--- config.mk ---
export PLATFORM = sky130hd
export DESIGN_NAME = nvm_bus_host
export DESIGN_NICKNAME = d
export VERILOG_FILES = /design/src/logic/nvm_host_pkg.sv /design/src/logic/nvm_bus_host.sv /design/src/logic/nvm_cycle_timer.sv
export SDC_FILE = /design/constraint.sdc
export NUM_CORES = 1
export LEC_CHECK = 0
export BUFFER_PORTS_ARGS = -buffer_cell sky130_fd_sc_hd__buf_4
export CAP_MARGIN = 10
export CORE_AREA = 10 10 135 137
export DETAILED_ROUTE_END_ITERATION = 10
export DIE_AREA = 0 0 145 147
export HOLD_SLACK_MARGIN = 0.06
export PLACE_DENSITY = 0.55
export SYNTH_ARGS = -nofsm -noshare
export SYNTH_HDL_FRONTEND = slang
export SYNTH_SLANG_ARGS = --single-unit
--- constraint.sdc ---
create_clock -name sys_clk -period 2.54 [get_ports sys_clk]
set_input_delay 0.508 -clock sys_clk [delete_from_list [all_inputs] [get_ports sys_clk]]
set_output_delay 0.508 -clock sys_clk [all_outputs]
set_load 0.02 [all_outputs]
--- src/logic/nvm_host_pkg.sv ---
// package: pin bundles, commands, timing counts for the memory host controller
package nvm_host_pkg;
   localparam int ADDR_W = 20;
   localparam int DATA_W = 16;
   localparam int CLK_MHZ = 250;
   // timing in ns as specified, converted to sys_clk cycles
   localparam int ACCESS_TIME_NS = 90;
   localparam int AUTO_STBY_EXTRA_NS = 30;
   localparam int MIN_RESET_PULSE_NS = 500;
   localparam int GLITCH_NS = 5;
   localparam int WRITE_LOW_NS = 35;
   localparam int RECOVER_NS = 20;
   localparam int ACCESS_CYC = (ACCESS_TIME_NS * CLK_MHZ + 999) / 1000;
   localparam int RESET_CYC = (MIN_RESET_PULSE_NS * CLK_MHZ + 999) / 1000;
   localparam int GLITCH_CYC = (GLITCH_NS * CLK_MHZ + 999) / 1000;
   localparam int WRITE_LOW_CYC = (WRITE_LOW_NS * CLK_MHZ + 999) / 1000;
   localparam int RECOVER_CYC = (RECOVER_NS * CLK_MHZ + 999) / 1000;
   localparam int AUTO_STBY_CYC = ((ACCESS_TIME_NS + AUTO_STBY_EXTRA_NS) * CLK_MHZ) / 1000;
   localparam int CNT_W = 8;
   // command words and unlock addresses
   localparam logic [15:0] CMD_UNLOCK1 = 16'h00AA;
   localparam logic [15:0] CMD_UNLOCK2 = 16'h0055;
   localparam logic [15:0] CMD_RESET = 16'h00F0;
   localparam logic [15:0] CMD_ID = 16'h0090;
   localparam logic [15:0] CMD_SEC_ENTER = 16'h0088;
   localparam logic [15:0] CMD_SEC_EXIT = 16'h0000;
   localparam logic [15:0] CMD_PROGRAM = 16'h00A0;
   localparam logic [19:0] UNLOCK_ADDR1 = 20'h0_0555;
   localparam logic [19:0] UNLOCK_ADDR2 = 20'h0_02AA;
   // hardware id: raised id line, maker or part select line, lines forced low
   localparam int ID_ENABLE_BIT = 9;
   localparam int ID_SELECT_BIT = 0;
   localparam int ID_LOW_BIT_A = 1;
   localparam int ID_LOW_BIT_B = 6;
   localparam int LOCK_INDICATOR_BIT = 7;
   localparam logic [19:0] SECURED_LAST = 20'h0_01FF;

   typedef enum logic [2:0] {
      OP_READ = 3'h0,
      OP_WRITE = 3'h1,
      OP_ID_ENTER = 3'h2,
      OP_SEC_ENTER = 3'h3,
      OP_SEC_EXIT = 3'h4,
      OP_PROGRAM = 3'h5,
      OP_RESET_CMD = 3'h6,
      OP_HW_ID = 3'h7
   } op_type;

   typedef struct packed {
      logic chip_sel_n;
      logic out_gate_n;
      logic write_n;
      logic reset_n;
      logic high_voltage_id_level;
      logic [ADDR_W-1:0] addr;
   } pins_type;

   typedef struct packed {
      op_type op;
      logic [ADDR_W-1:0] addr;
      logic [DATA_W-1:0] data;
   } req_type;
endpackage : nvm_host_pkg

--- src/logic/nvm_bus_host.sv ---
// host-side controller driving the memory pins for reads, writes and command sequences
// How it works
// - reads drive chip select and output gate low, write strobe high
// - writes drive chip select and strobe low with output gate high
// - host takes a hardware reset only between requests, so a program is never interrupted
// - hardware id: id line high voltage, select line picks maker or part
// - host leaves id mode by writing reset command, any address
module nvm_bus_host
   import nvm_host_pkg::*;
#(
   parameter int ACC_CYC = ACCESS_CYC,
   parameter int RST_CYC = RESET_CYC
) (
   // clock and reset
   input wire logic sys_clk,
   input wire logic rst_n,
   // user request side
   input wire logic req_valid,
   input wire req_type req,
   input wire logic hw_reset_req,
   output logic req_ready,
   output logic rd_valid,
   output logic [DATA_W-1:0] rd_data,
   output logic in_id_mode,
   output logic in_secured_mode,
   output logic program_pending,
   // memory pins
   output pins_type pins,
   output logic [DATA_W-1:0] data_out,
   output logic data_oe_n,
   input wire logic [DATA_W-1:0] data_in
);
   typedef enum logic [2:0] {
      ST_IDLE = 3'b000,
      ST_SETUP = 3'b001,
      ST_STROBE = 3'b011,
      ST_HOLD = 3'b010,
      ST_NEXT = 3'b110,
      ST_RESET = 3'b111
   } state_type;
   state_type state, next_state;
   pins_type next_pins;
   req_type cur, next_cur;
   logic [2:0] step, next_step;
   logic [2:0] steps, next_steps;
   logic next_req_ready, next_rd_valid, next_oe_n;
   logic [DATA_W-1:0] next_rd_data, next_data_out;
   logic next_id, next_sec, next_pend;
   logic is_read, next_is_read;
   logic tload;
   logic [CNT_W-1:0] tcount;
   logic tdone;
   nvm_cycle_timer #(.W(CNT_W)) timer (
      .sys_clk(sys_clk),
      .rst_n(rst_n),
      .load(tload),
      .count(tcount),
      .done(tdone)
   );
   // pin cycles per operation; secured exit ends with a fourth write of 00
   function automatic logic [2:0] op_steps(input op_type op);
      unique case (op)
         OP_ID_ENTER, OP_SEC_ENTER: op_steps = 3'h3;
         OP_PROGRAM, OP_SEC_EXIT: op_steps = 3'h4;
         default: op_steps = 3'h1;
      endcase
   endfunction : op_steps
   // address and data of step n of a command sequence
   function automatic req_type step_word(input req_type r, input logic [2:0] n);
      req_type w;
      w = r;
      unique case (n)
         3'h0: begin
            w.addr = UNLOCK_ADDR1;
            w.data = CMD_UNLOCK1;
         end
         3'h1: begin
            w.addr = UNLOCK_ADDR2;
            w.data = CMD_UNLOCK2;
         end
         3'h2: begin
            w.addr = UNLOCK_ADDR1;
            unique case (r.op)
               OP_ID_ENTER: w.data = CMD_ID;
               OP_SEC_ENTER: w.data = CMD_SEC_ENTER;
               OP_SEC_EXIT: w.data = CMD_ID;
               default: w.data = CMD_PROGRAM;
            endcase
         end
         default: w.data = (r.op == OP_SEC_EXIT) ? CMD_SEC_EXIT : r.data;
      endcase
      return w;
   endfunction : step_word
   always_comb begin
      req_type w;
      w = step_word(cur, step);
      next_state = state;
      next_pins = pins;
      next_cur = cur;
      next_step = step;
      next_steps = steps;
      next_req_ready = 1'b0;
      next_rd_valid = 1'b0;
      next_rd_data = rd_data;
      next_data_out = data_out;
      next_oe_n = data_oe_n;
      next_id = in_id_mode;
      next_sec = in_secured_mode;
      next_pend = program_pending;
      next_is_read = is_read;
      tload = 1'b0;
      tcount = '0;
      unique case (state)
         ST_IDLE: begin
            // standby between requests: chip select high, data floated
            next_pins.chip_sel_n = 1'b1;
            next_pins.out_gate_n = 1'b1;
            next_pins.write_n = 1'b1;
            next_oe_n = 1'b1;
            next_req_ready = 1'b1;
            if (hw_reset_req) begin
               // hold reset low for the minimum width
               next_pins.reset_n = 1'b0;
               next_req_ready = 1'b0;
               tload = 1'b1;
               tcount = CNT_W'(RST_CYC);
               next_state = ST_RESET;
            end else if (req_valid && req_ready) begin
               next_req_ready = 1'b0;
               next_cur = req;
               next_step = (req.op == OP_READ || req.op == OP_WRITE || req.op == OP_HW_ID ||
                  req.op == OP_RESET_CMD) ? 3'h3 : 3'h0;
               next_steps = op_steps(req.op);
               next_state = ST_SETUP;
            end
         end
         ST_SETUP: begin
            next_is_read = (cur.op == OP_READ || cur.op == OP_HW_ID) && step == 3'h3;
            next_pins.addr = (cur.op == OP_RESET_CMD) ? cur.addr : w.addr;
            next_data_out = (cur.op == OP_RESET_CMD) ? CMD_RESET : w.data;
            next_pins.high_voltage_id_level = (cur.op == OP_HW_ID);
            if (cur.op == OP_HW_ID) begin
               // id line raised, lines six and one low
               next_pins.addr[ID_LOW_BIT_A] = 1'b0;
               next_pins.addr[ID_LOW_BIT_B] = 1'b0;
            end
            next_pins.chip_sel_n = 1'b0;
            tload = 1'b1;
            if (next_is_read) begin
               // read: gate low, strobe high, host floats the bus
               next_pins.out_gate_n = 1'b0;
               next_oe_n = 1'b1;
               tcount = CNT_W'(ACC_CYC);
            end else begin
               // write: gate high before strobe falls
               next_pins.out_gate_n = 1'b1;
               next_pins.write_n = 1'b0;
               next_oe_n = 1'b0;
               // strobe well over the glitch filter width
               tcount = CNT_W'(WRITE_LOW_CYC);
            end
            next_state = ST_STROBE;
         end
         ST_STROBE: begin
            if (tdone) begin
               if (is_read) begin
                  next_rd_data = data_in;
                  next_rd_valid = 1'b1;
                  next_pins.out_gate_n = 1'b1;
               end else begin
                  // rising strobe latches data still driven
                  next_pins.write_n = 1'b1;
               end
               next_pins.chip_sel_n = 1'b1;
               tload = 1'b1;
               tcount = CNT_W'(RECOVER_CYC);
               next_state = ST_HOLD;
            end
         end
         ST_HOLD: begin
            if (tdone) begin
               next_oe_n = 1'b1;
               next_state = ST_NEXT;
            end
         end
         ST_NEXT: begin
            if (step + 3'h1 < steps && step != 3'h3) begin
               next_step = step + 3'h1;
               next_state = ST_SETUP;
            end else begin
               // track which mode the device is in
               unique case (cur.op)
                  OP_ID_ENTER: next_id = 1'b1;
                  OP_SEC_ENTER: next_sec = 1'b1;
                  OP_SEC_EXIT: next_sec = 1'b0;
                  OP_RESET_CMD: next_id = 1'b0;
                  OP_PROGRAM: next_pend = 1'b0;
                  default: next_id = in_id_mode;
               endcase
               next_pins.high_voltage_id_level = 1'b0;
               next_state = ST_IDLE;
            end
            if (cur.op == OP_PROGRAM && step == 3'h0) begin
               next_pend = 1'b1;
            end
         end
         ST_RESET: begin
            if (tdone) begin
               // device back in array read, usable at once
               next_pins.reset_n = 1'b1;
               next_id = 1'b0;
               next_sec = 1'b0;
               next_state = ST_IDLE;
            end
         end
         default: next_state = ST_IDLE;
      endcase
   end
   always_ff @(posedge sys_clk) begin
      if (!rst_n) begin
         state <= ST_IDLE;
         pins <= '{chip_sel_n: 1'b1, out_gate_n: 1'b1, write_n: 1'b1, reset_n: 1'b1,
            high_voltage_id_level: 1'b0, addr: '0};
         cur <= '0;
         step <= '0;
         steps <= '0;
         req_ready <= 1'b0;
         rd_valid <= 1'b0;
         rd_data <= '0;
         data_out <= '0;
         data_oe_n <= 1'b1;
         in_id_mode <= 1'b0;
         in_secured_mode <= 1'b0;
         program_pending <= 1'b0;
         is_read <= 1'b0;
      end else begin
         state <= next_state;
         pins <= next_pins;
         cur <= next_cur;
         step <= next_step;
         steps <= next_steps;
         req_ready <= next_req_ready;
         rd_valid <= next_rd_valid;
         rd_data <= next_rd_data;
         data_out <= next_data_out;
         data_oe_n <= next_oe_n;
         in_id_mode <= next_id;
         in_secured_mode <= next_sec;
         program_pending <= next_pend;
         is_read <= next_is_read;
      end
   end
   // host drives data only with the output gate high
   no_contention_a: assert property (@(posedge sys_clk) disable iff (!rst_n)
      !data_oe_n |-> pins.out_gate_n) else $error("host drives data while gate low");
   // write strobe never low with gate low
   write_gate_a: assert property (@(posedge sys_clk) disable iff (!rst_n)
      !pins.write_n |-> pins.out_gate_n && !pins.chip_sel_n) else $error("bad write pins");
   read_pins_a: assert property (@(posedge sys_clk) disable iff (!rst_n)
      !pins.out_gate_n |-> pins.write_n && !pins.chip_sel_n) else $error("bad read pins");
   // reset low lasts at least two cycles from the cycle it falls
   reset_width_a: assert property (@(posedge sys_clk) disable iff (!rst_n)
      $fell(pins.reset_n) |-> !pins.reset_n [*2]) else $error("reset pulse too short");
   // write strobe lasts beyond the glitch width
   strobe_width_a: assert property (@(posedge sys_clk) disable iff (!rst_n)
      $fell(pins.write_n) |-> !pins.write_n [*2]) else $error("write strobe too short");
   idle_standby_a: assert property (@(posedge sys_clk) disable iff (!rst_n)
      req_ready |-> pins.chip_sel_n && data_oe_n) else $error("not in standby");
   // high voltage only during reads with lines six and one low
   hw_id_a: assert property (@(posedge sys_clk) disable iff (!rst_n)
      pins.high_voltage_id_level && !pins.chip_sel_n |-> pins.write_n &&
      !pins.addr[ID_LOW_BIT_A] && !pins.addr[ID_LOW_BIT_B]) else $error("bad hw id pins");
   // after reset release the host is ready within a few cycles
   reset_ready_a: assert property (@(posedge sys_clk) disable iff (!rst_n)
      $rose(pins.reset_n) |-> ##[1:3] req_ready) else $error("slow after reset");
endmodule : nvm_bus_host

--- src/logic/nvm_cycle_timer.sv ---
// down counter giving a one-cycle done pulse after a loaded number of cycles
module nvm_cycle_timer
   import nvm_host_pkg::*;
#(
   parameter int W = CNT_W
) (
   // clock and reset
   input wire logic sys_clk,
   input wire logic rst_n,
   // control
   input wire logic load,
   input wire logic [W-1:0] count,
   output logic done
);
   logic [W-1:0] remain;
   logic [W-1:0] next_remain;
   logic next_done;

   always_comb begin
      next_remain = remain;
      next_done = 1'b0;
      if (load) begin
         next_remain = count;
      end else if (remain != '0) begin
         next_remain = remain - W'(1);
         next_done = (remain == W'(1));
      end
   end

   always_ff @(posedge sys_clk) begin
      if (!rst_n) begin
         remain <= '0;
         done <= 1'b0;
      end else begin
         remain <= next_remain;
         done <= next_done;
      end
   end
endmodule : nvm_cycle_timer

* After elaboration in Yosys (flattened, before gate mapping)
Cells that the tools add are included.
** Storage, ports and cells
- Register bits after elaboration :: 121
- Latch bits :: 0
- Bits in writable memories :: 0
- Memory bits (read-only) :: 0
- Input port bits :: 59
- Memories kept :: 0
** Cells by class
- Add/subtract/negate cells :: 2
- $mul :: 0
- Divide/modulo/power cells :: 0
- Magnitude comparators :: 1
- Equal/unequal tests :: 38
- Shift-type cells :: 0
- Mux-type cells :: 55
- Bitwise gates (word level) :: 4
- Reduce and logical (&&, ||, !) cells :: 41
** Operator list (count)
- one-hot mux 16 bit (3 select lines) :: 1
- one-hot mux 20 bit (2 select lines) :: 1
- two-way mux 16 bit :: 2
- equality test 3 bit, second input constant :: 10
- two-way mux 3 bit :: 10
- equality test 3 x 2 -> 1 bit, second input constant :: 8
- two-way mux 1 bit :: 21
- one-hot mux 7 bit (3 select lines) :: 1
- two-way mux 20 bit :: 1
- AND reduction 4 bit :: 5
- one-hot mux 3 bit (6 select lines) :: 1
- AND reduction 3 bit :: 6
- two-way mux 8 bit :: 2
- != test 2 bit, second input constant :: 8
- zero test 3 bit :: 4
- one-hot mux 1 bit (2 select lines) :: 6
- one-hot mux 3 bit (2 select lines) :: 2
- one-hot mux 6 bit (2 select lines) :: 1
- nonzero test 2 bit :: 6
- equality test 3 x 1 -> 1 bit, second input constant :: 3
- != test 3 x 2 -> 1 bit, second input constant :: 3
- one-hot mux 3 bit (3 select lines) :: 1
- equality test 8 x 1 -> 1 bit, second input constant :: 1
- != test 2 x 1 -> 1 bit, second input constant :: 4
- 16 further kinds :: 33

* Logic depth before layout (Yosys ltp)
Gate-level depths: netlist of run 1.
- Word-level depth :: 8
- Depth in mapped cells :: 8
- Depth with buffers taken out :: 8

* Hierarchy
Synthesis of run 1 repeated with hierarchy kept, for this count alone.
** Unflattened totals
- Cells, all modules :: 635
- Area total of the unflattened synthesis :: 5175.0 um^2
** Modules (own cells, without submodules)
- nvm_bus_host :: instances 1, cells an instance 579, area each 4644.5 um^2, sequential area each 2242.2 um^2
- nvm_cycle_timer :: instances 1, cells an instance 56, area each 530.5 um^2, sequential area each 180.2 um^2

* Worst setup path after synthesis of run 1
No wires, ideal clock.
- Path type :: reg-to-reg
- From :: reg step[0]
- To :: reg in_secured_mode
- Library setup time :: 95 ps
- Arrival :: 2094 ps
- Data required time :: 2445 ps
- Path slack :: 350 ps
- Cell stages (with the launch flop) :: 9
- Path buffers :: 0
- Cells stage by stage :: dfxtp_1 -> ha_1 -> ha_1 -> inv_1 -> ha_1 -> a211o_1 -> a31oi_2 -> o21bai_1 -> a221oi_1
** On the way
- Longest elaborated chain between the ends :: 5
- Elaborated cells on any way between the ends :: 6
** Ends and longest elaborated chain
- from (decl) :: RTL line nvm_bus_host.sv:44 : logic [2:0] step, next_step;
- from (signal assigned) :: RTL line nvm_bus_host.sv:240 : step <= next_step;
- adder 3 x 1 -> 3 bit :: RTL line nvm_bus_host.sv:187 : if (step + 3'h1 < steps && step != 3'h3) begin
- less-than comparator 3 bit :: RTL line nvm_bus_host.sv:187
- logical AND 1 bit (*) :: RTL line nvm_bus_host.sv:187
- != test 2 bit (no line) (*)
- AND reduction 4 bit (no line) (*)
- to (signal assigned) :: RTL line nvm_bus_host.sv:248 : in_secured_mode <= next_sec;
- to (decl) :: RTL line nvm_bus_host.sv:25 : output logic in_secured_mode,
Every way passes the cells marked *; elsewhere a longest branch is shown, timed or not.
A chain may end at the register's enable or synchronous reset.

* Worst setup path after layout of run 1
- From :: reg step[0]
- To :: reg step[1]
** On the way
- Longest elaborated chain between the ends :: 5
- Elaborated cells on any way between the ends :: 8
** Ends and longest elaborated chain (RTL line)
- adder 3 x 1 -> 3 bit :: nvm_bus_host.sv:187, nvm_bus_host.sv:188
- less-than comparator 3 bit :: nvm_bus_host.sv:187
- logical AND 1 bit :: nvm_bus_host.sv:187
- != test 2 bit (no line)
- AND reduction 4 bit (no line)
Parallel ways exist; a longest one is shown, timed or not. The select of a mux whose other input is x is not followed.

==> impl_metrics.toml, run 1 <==
[setup_path]
critPathTopFamily = "compound AO/OA/AOI/OAI gates"
critPathArrivalTime_ns = 2.70
cp-start-kind = "flip-flop"
end_kind = "flip-flop"
path_cells = "ha_1 > ha_1 > inv_1 > ha_1 > a211o_1 > a311oi_4 > o21ai_0 > o311a_1"
path_class = "reg2reg"
reg2reg_from = "step[0]$_SDFFE_PN0P_"
critPathLaunch = "step[0]$_SDFFE_PN0P_"
slowest_delay_ns = 0.36
cp.required_ns = 2.83
worst-path-buf-inv = 1
worstPathMaxFanout = 6
r2r_setup_slack_ns = 0.14
cp_slowest_cell = "dfxtp_1"
timing.critical_path.mode_cell = "ha_1"

[routing]
wl_per_cell_microns = 15.9
vias = 4609
drt_iter0_drc = 293
dr.pass1.iters = 4
vias_per_cell = 4.88
drc = 0
drtAntennaViolNets = 0
wl_microns = 15000

[place]
port-buffer-count = 121
gp_congestion = 0.785
dp_hpwl_microns = 10500

[sta]
setup-tns-final_ns = 0
min_period_ns = 2.40
post-route-period-util_pct = 94.5
fmax_mhz = 417
slew_headroom_pct = 59.3
hold_viol = 0
clock_skew_ns = 0.00840
setup_violations = 0
drv_slew = 0
rsz0062_at_grt = "false"
worstMarginPinSlew_ns = 0.610

[finish]
drive_above_1_share_pct = 24.0
post-route-util_pct = 44.4
fin_nets = 788
area_growth_syn_to_layout_pct = 30.7
antenna_cells = 0

[pwr]
seq_power_share_pct = 41.2
p_switching_mw = 1.40
ir_drop_mv = 0.454
power_frac_comb_pct = 14.3
p_leak_nw = 2.72
clkPwrFrac_pct = 44.6
p_int_mw = 3.71
pwr_density_cell_mw_per_mm2 = 738
swShare_pct = 27.5

[global_routing]
grt_start_max_net_pins = 47
overflow = 0
antenna_found_initial = 0
grt_pass1_vias = 4591
grt_pass1_wl_microns = 24100
track_usage_pct = 13.9

[outcome]
status = "finished clean"

[synthesis]
syn_area_per_cell_sq_um = 8.71
synth_top_area_share_pct = 45.7
yosysSeqAreaShare_pct = 45.7
synthesis.area_sq_mm = 0.00530
synth_area_leader_cell = "dfxtp_1"
synth_nets = 681
synth-edff-count = 0
ys_ff_latch = 121
syn_inst = 609
ys_types = 64
ys.flop_type = "dfxtp_1"
synth-async-reset-ratio_pct = 0
yosysWarningCount = 0
netlist_top_cells_count = "154 x nand2_1, 121 x dfxtp_1, 42 x a21boi_1"
synthTopCellsByArea = "dfxtp_1 46%, nand2_1 11%, a21boi_1 5.9%"
synth_most_common_cell = "nand2_1"

[clock_network]
htreeDepth = 4
post_cts_resized = 0
numCtsBuffers = 17
cts_tree = "done"
clk_latency_ns = 0.42
post_cts_buffers = 0
cts_max_path_buffers = 2
clock-sinks = 121
path_clk_slew_ns = 0.05
postCtsHoldBufs = 0
root_buffer = "clkbuf_16"

[die]
rows = 46
die_w_microns = 145
die_h_microns = 147
num_io_pins = 122
core_area_sq_mm = 0.0156
die_area_sq_mm = 0.0213
initial_core_util_pct = 34.0

[min_path]
hp-class = "in2reg"
hold_start = "req[29]"

[flow_run]
cap_violations = 0
==> cell usage in the layout, fill, tap and decap left out, types with 13 or more instances in the layout <==
cell type  Yosys  routed
a21boi_0      23      23
a21boi_1      42      42
a21oi_1       13      13
buf_4          6     131
clkbuf_16      0      17
dfxtp_1      121     121
ha_1          13      13
inv_1         13      13
nand2_1      154     154
nor2_1        18      18
nor2b_1       14      13
o21ai_0       32      32
==> sequential cells by signal (all words and copies together), names as in the netlist <==
register,cells
cur,39
data_oe_n,1
data_out,16
in_id_mode,1
in_secured_mode,1
is_read,1
pins,25
program_pending,1
rd_data,16
rd_valid,1
req_ready,1
state,3
step,3
steps,3
timer.done,1
timer.remain,8
==> cell families after synthesis <==
family | after synthesis | share of synthesized area [%]
buf+inv | 57 | 5.14
flops | 121 | 45.7
mux | 6 | 1.13
simple gates | 237 | 20.7
fa+ha+maj | 13 | 3.07
compound gates | 172 | 23.8
xor+xnor | 3 | 0.495
==> worst paths after layout <==
| kind | to | depth (start not counted) |
|---|---|---|
| min reg2reg | cur[13]$_SDFFE_PN0P_ | 2 |
| max | step[1]$_SDFFE_PN0P_ | 8 |
| min | cur[29]$_SDFFE_PN0P_ | 3 |
| max reg2reg | step[1]$_SDFFE_PN0P_ | 8 |
==> routing by layer <==
layer	up-vias	GRT usage [%]	routed length, microns
li1	2338	-	-
met1	2156	17.2	7110
met2	100	22.3	7060
met3	15	3.50	608
met4	0	5.87	214
met5	-	0	0
==> power by group through the flow <==
stage	Combinational [mW]	Sequential [mW]	Clock, mW
final	0.730	2.10	2.28
after global placement	0.722	2.14	0
after detailed placement	0.728	2.14	0
after global routing	0.807	2.12	2.41
after CTS	0.732	2.10	2.33
after floorplan	0.464	2.15	0
==> worst reg2reg max path, stage by stage (launching register included) <==
cell	delay, ns
dfxtp_1	0.36
ha_1	0.22
ha_1	0.27
inv_1	0.05
ha_1	0.34
a211o_1	0.33
a311oi_4	0.35
o21ai_0	0.18
o311a_1	0.18
==> per-stage QoR <==
stage          cells  setup WS, ns  total power, mW  hold WS, ns  area [sq um]
2_1_floorplan    609         0.350             2.61        0.432          5300
3_3_place_gp     913         0.248             2.86        0.441          6370
3_5_place_dp     913         0.168             2.87        0.445          6370
4_1_cts          945        0.0874             5.16        0.320          6930
5_1_grt          945        0.0193             5.33        0.323          6930
6_report         945         0.139             5.11        0.336          6930
==> area by class of cell <==
class | instances | area (sq um)
fillers | 1556 | 8670
well taps | 216 | 270
multi-input cells | 431 | 2620
flip-flops and latches | 121 | 2420
clock inverters | 13 | 121
repair buffers | 132 | 1000
clock buffers | 19 | 443
inverters | 13 | 48.8
Note: power is estimated with default switching activity, not from simulation.
==> inputs of run 2 (changes only) <==
- CELL_PAD_IN_SITES_DETAIL_PLACEMENT: unset -> 0
- CELL_PAD_IN_SITES_GLOBAL_PLACEMENT: unset -> 1
- PLACE_DENSITY: 0.55 -> 0.7
==> run 2 against run 1 <==
Die area stayed put. Sequential share of layout area down 0.43 points. Core utilization rose by 0.55 points. Via count up 2.4%. Routed wire length is 1.7% higher. Combinational power barely moved. Total power is 4.8% higher. Sequential cell count is the same. Count of clock-buffer cells in the layout did not move. Clock skew about the same. Non-clock buffer count grew 5.
==> impl_metrics.toml, run 2 (synthesis gave the netlist of run 1 again) <==
[outcome]
status = "finished clean"

[die]
num_io_pins = 122
core_area_sq_mm = 0.0156
die_w_microns = 145
initial_core_util_pct = 34.0
die_area_sq_mm = 0.0213
die_h_microns = 147
rows = 46

[setup_path]
end_kind = "flip-flop"
cp.required_ns = 2.84
cp-start-kind = "flip-flop"
path_class = "reg2reg"
worstPathMaxFanout = 6
worstReg2RegEnd = "step[1]$_SDFFE_PN0P_"
rr_worst_depth = 8
reg2reg_from = "step[0]$_SDFFE_PN0P_"
r2r_setup_slack_ns = 0.15
cp-endpoint = "step[1]$_SDFFE_PN0P_"
critPathLaunch = "step[0]$_SDFFE_PN0P_"
critPathArrivalTime_ns = 2.69

[routing]
dr.pass1.iters = 6
drtAntennaViolNets = 0
vias_per_cell = 4.97
drt_iter0_drc = 204
drc = 0
vias = 4720
wl_microns = 15300
wl_per_cell_microns = 16.1

[clock_network]
path_clk_slew_ns = 0.06
postCtsHoldBufs = 0
clk_latency_ns = 0.42
cts_tree = "done"
clock-sinks = 121
cts_max_path_buffers = 2
numCtsBuffers = 17
post_cts_resized = 0
root_buffer = "clkbuf_16"
htreeDepth = 4
post_cts_buffers = 0

[pwr]
p_total_mw = 5.36
pwr_density_cell_mw_per_mm2 = 763
p_leak_nw = 2.78
ir_drop_mv = 0.447

[min_path]
hp-class = "in2reg"

[flow_run]
cap_violations = 0

[finish]
fin_nets = 793
final_common_cell = "nand2_1"
fillers = 1570
post-route-util_pct = 45.0
antenna_cells = 0
layout_common_cells = "154 x nand2_1, 136 x buf_4, 121 x dfxtp_1, 42 x a21boi_1, 32 x o21ai_0"
regMostFlops = "cur"
top_regs = "cur (39), pins (25)"
area_growth_syn_to_layout_pct = 32.3
fin_area_sq_mm = 0.00702
largest_register_ff_count = 39
drive_above_1_share_pct = 24.3

[sta]
fmax_mhz = 418
setup_violations = 0
hold_viol = 0
slew_headroom_pct = 51.4
min_period_ns = 2.39
setup-tns-final_ns = 0
post-route-period-util_pct = 94.1
drv_slew = 0
rsz0062_at_grt = "false"
clock_skew_ns = 0.00805
worstMarginPinSlew_ns = 0.728
timing.hold.ws_ns = 0.339

[place]
port-buffer-count = 121
place_area_sq_mm = 0.00640
gp_congestion = 0.806
dp_hpwl_microns = 11000

[global_routing]
grt_pass1_wl_microns = 24500
track_usage_pct = 14.0
grt_start_max_net_pins = 46
grt_pass1_vias = 4665
antenna_found_initial = 0
overflow = 0
[run 2: cell types whose count changed in the layout (fill, tap and decap cells not counted), sizes merged]
cell	previous run	this run
bufinv	1	4
buf	132	137
clkinvlp	5	3
inv	15	13
[run 2: how the worst min path moves through the flow]
stage	from	end	slack [ns]	cells past startpoint
finish	req[1]	cur[1]$_SDFFE_PN0P_	0.34	3
CTS	req[1]	cur[1]$_SDFFE_PN0P_	0.32	3
global route	req[29]	cur[29]$_SDFFE_PN0P_	0.32	3
global placement	rd_data[6]$_SDFFE_PN0P_	rd_data[6]$_SDFFE_PN0P_	0.44	2
floorplan	cur[17]$_SDFFE_PN0P_	cur[17]$_SDFFE_PN0P_	0.43	2
detailed placement	cur[20]$_SDFFE_PN0P_	cur[20]$_SDFFE_PN0P_	0.45	2
[run 2: layer usage]
layer,track usage [%],vias to the layer above,part of all wire [%]
li1,-,2342,-
met1,17.4,2259,46
met2,22.1,104,47
met3,3.90,15,5.2
met4,5.92,0,1.6
met5,0,-,0
[run 2: final cells by class]
class	count	area, sq um	share of cell area (%)
clock buffer	19	443	6.31
clock inverter	12	175	2.50
inverter	13	48.8	0.695
multi-input combinational	431	2620	37.3
sequential	121	2420	34.5
tap	216	270	3.85
timing repair buffer	137	1040	14.8
[run 2: stage by stage]
stage | worst slack (ns) | std cells
after floorplan | 0.350 | 609
after CTS | 0.150 | 949
final | 0.150 | 949
after detailed placement | 0.162 | 918
after global placement | 0.240 | 918
after global routing | 0.0268 | 949
[run 2: worst max-delay path: stages (launching register included)]
cell,delay (ns)
dfxtp_1,0.36
ha_1,0.22
ha_1,0.26
inv_1,0.05
ha_1,0.34
a211o_1,0.33
a311oi_4,0.42
o21ai_0,0.15
o311a_1,0.15
[run 2: report_power, final]
group	switching (mW)	internal, mW	total [mW]
Clock	0.863	1.66	2.52
Combinational	0.386	0.344	0.730
Sequential	0.114	1.99	2.11
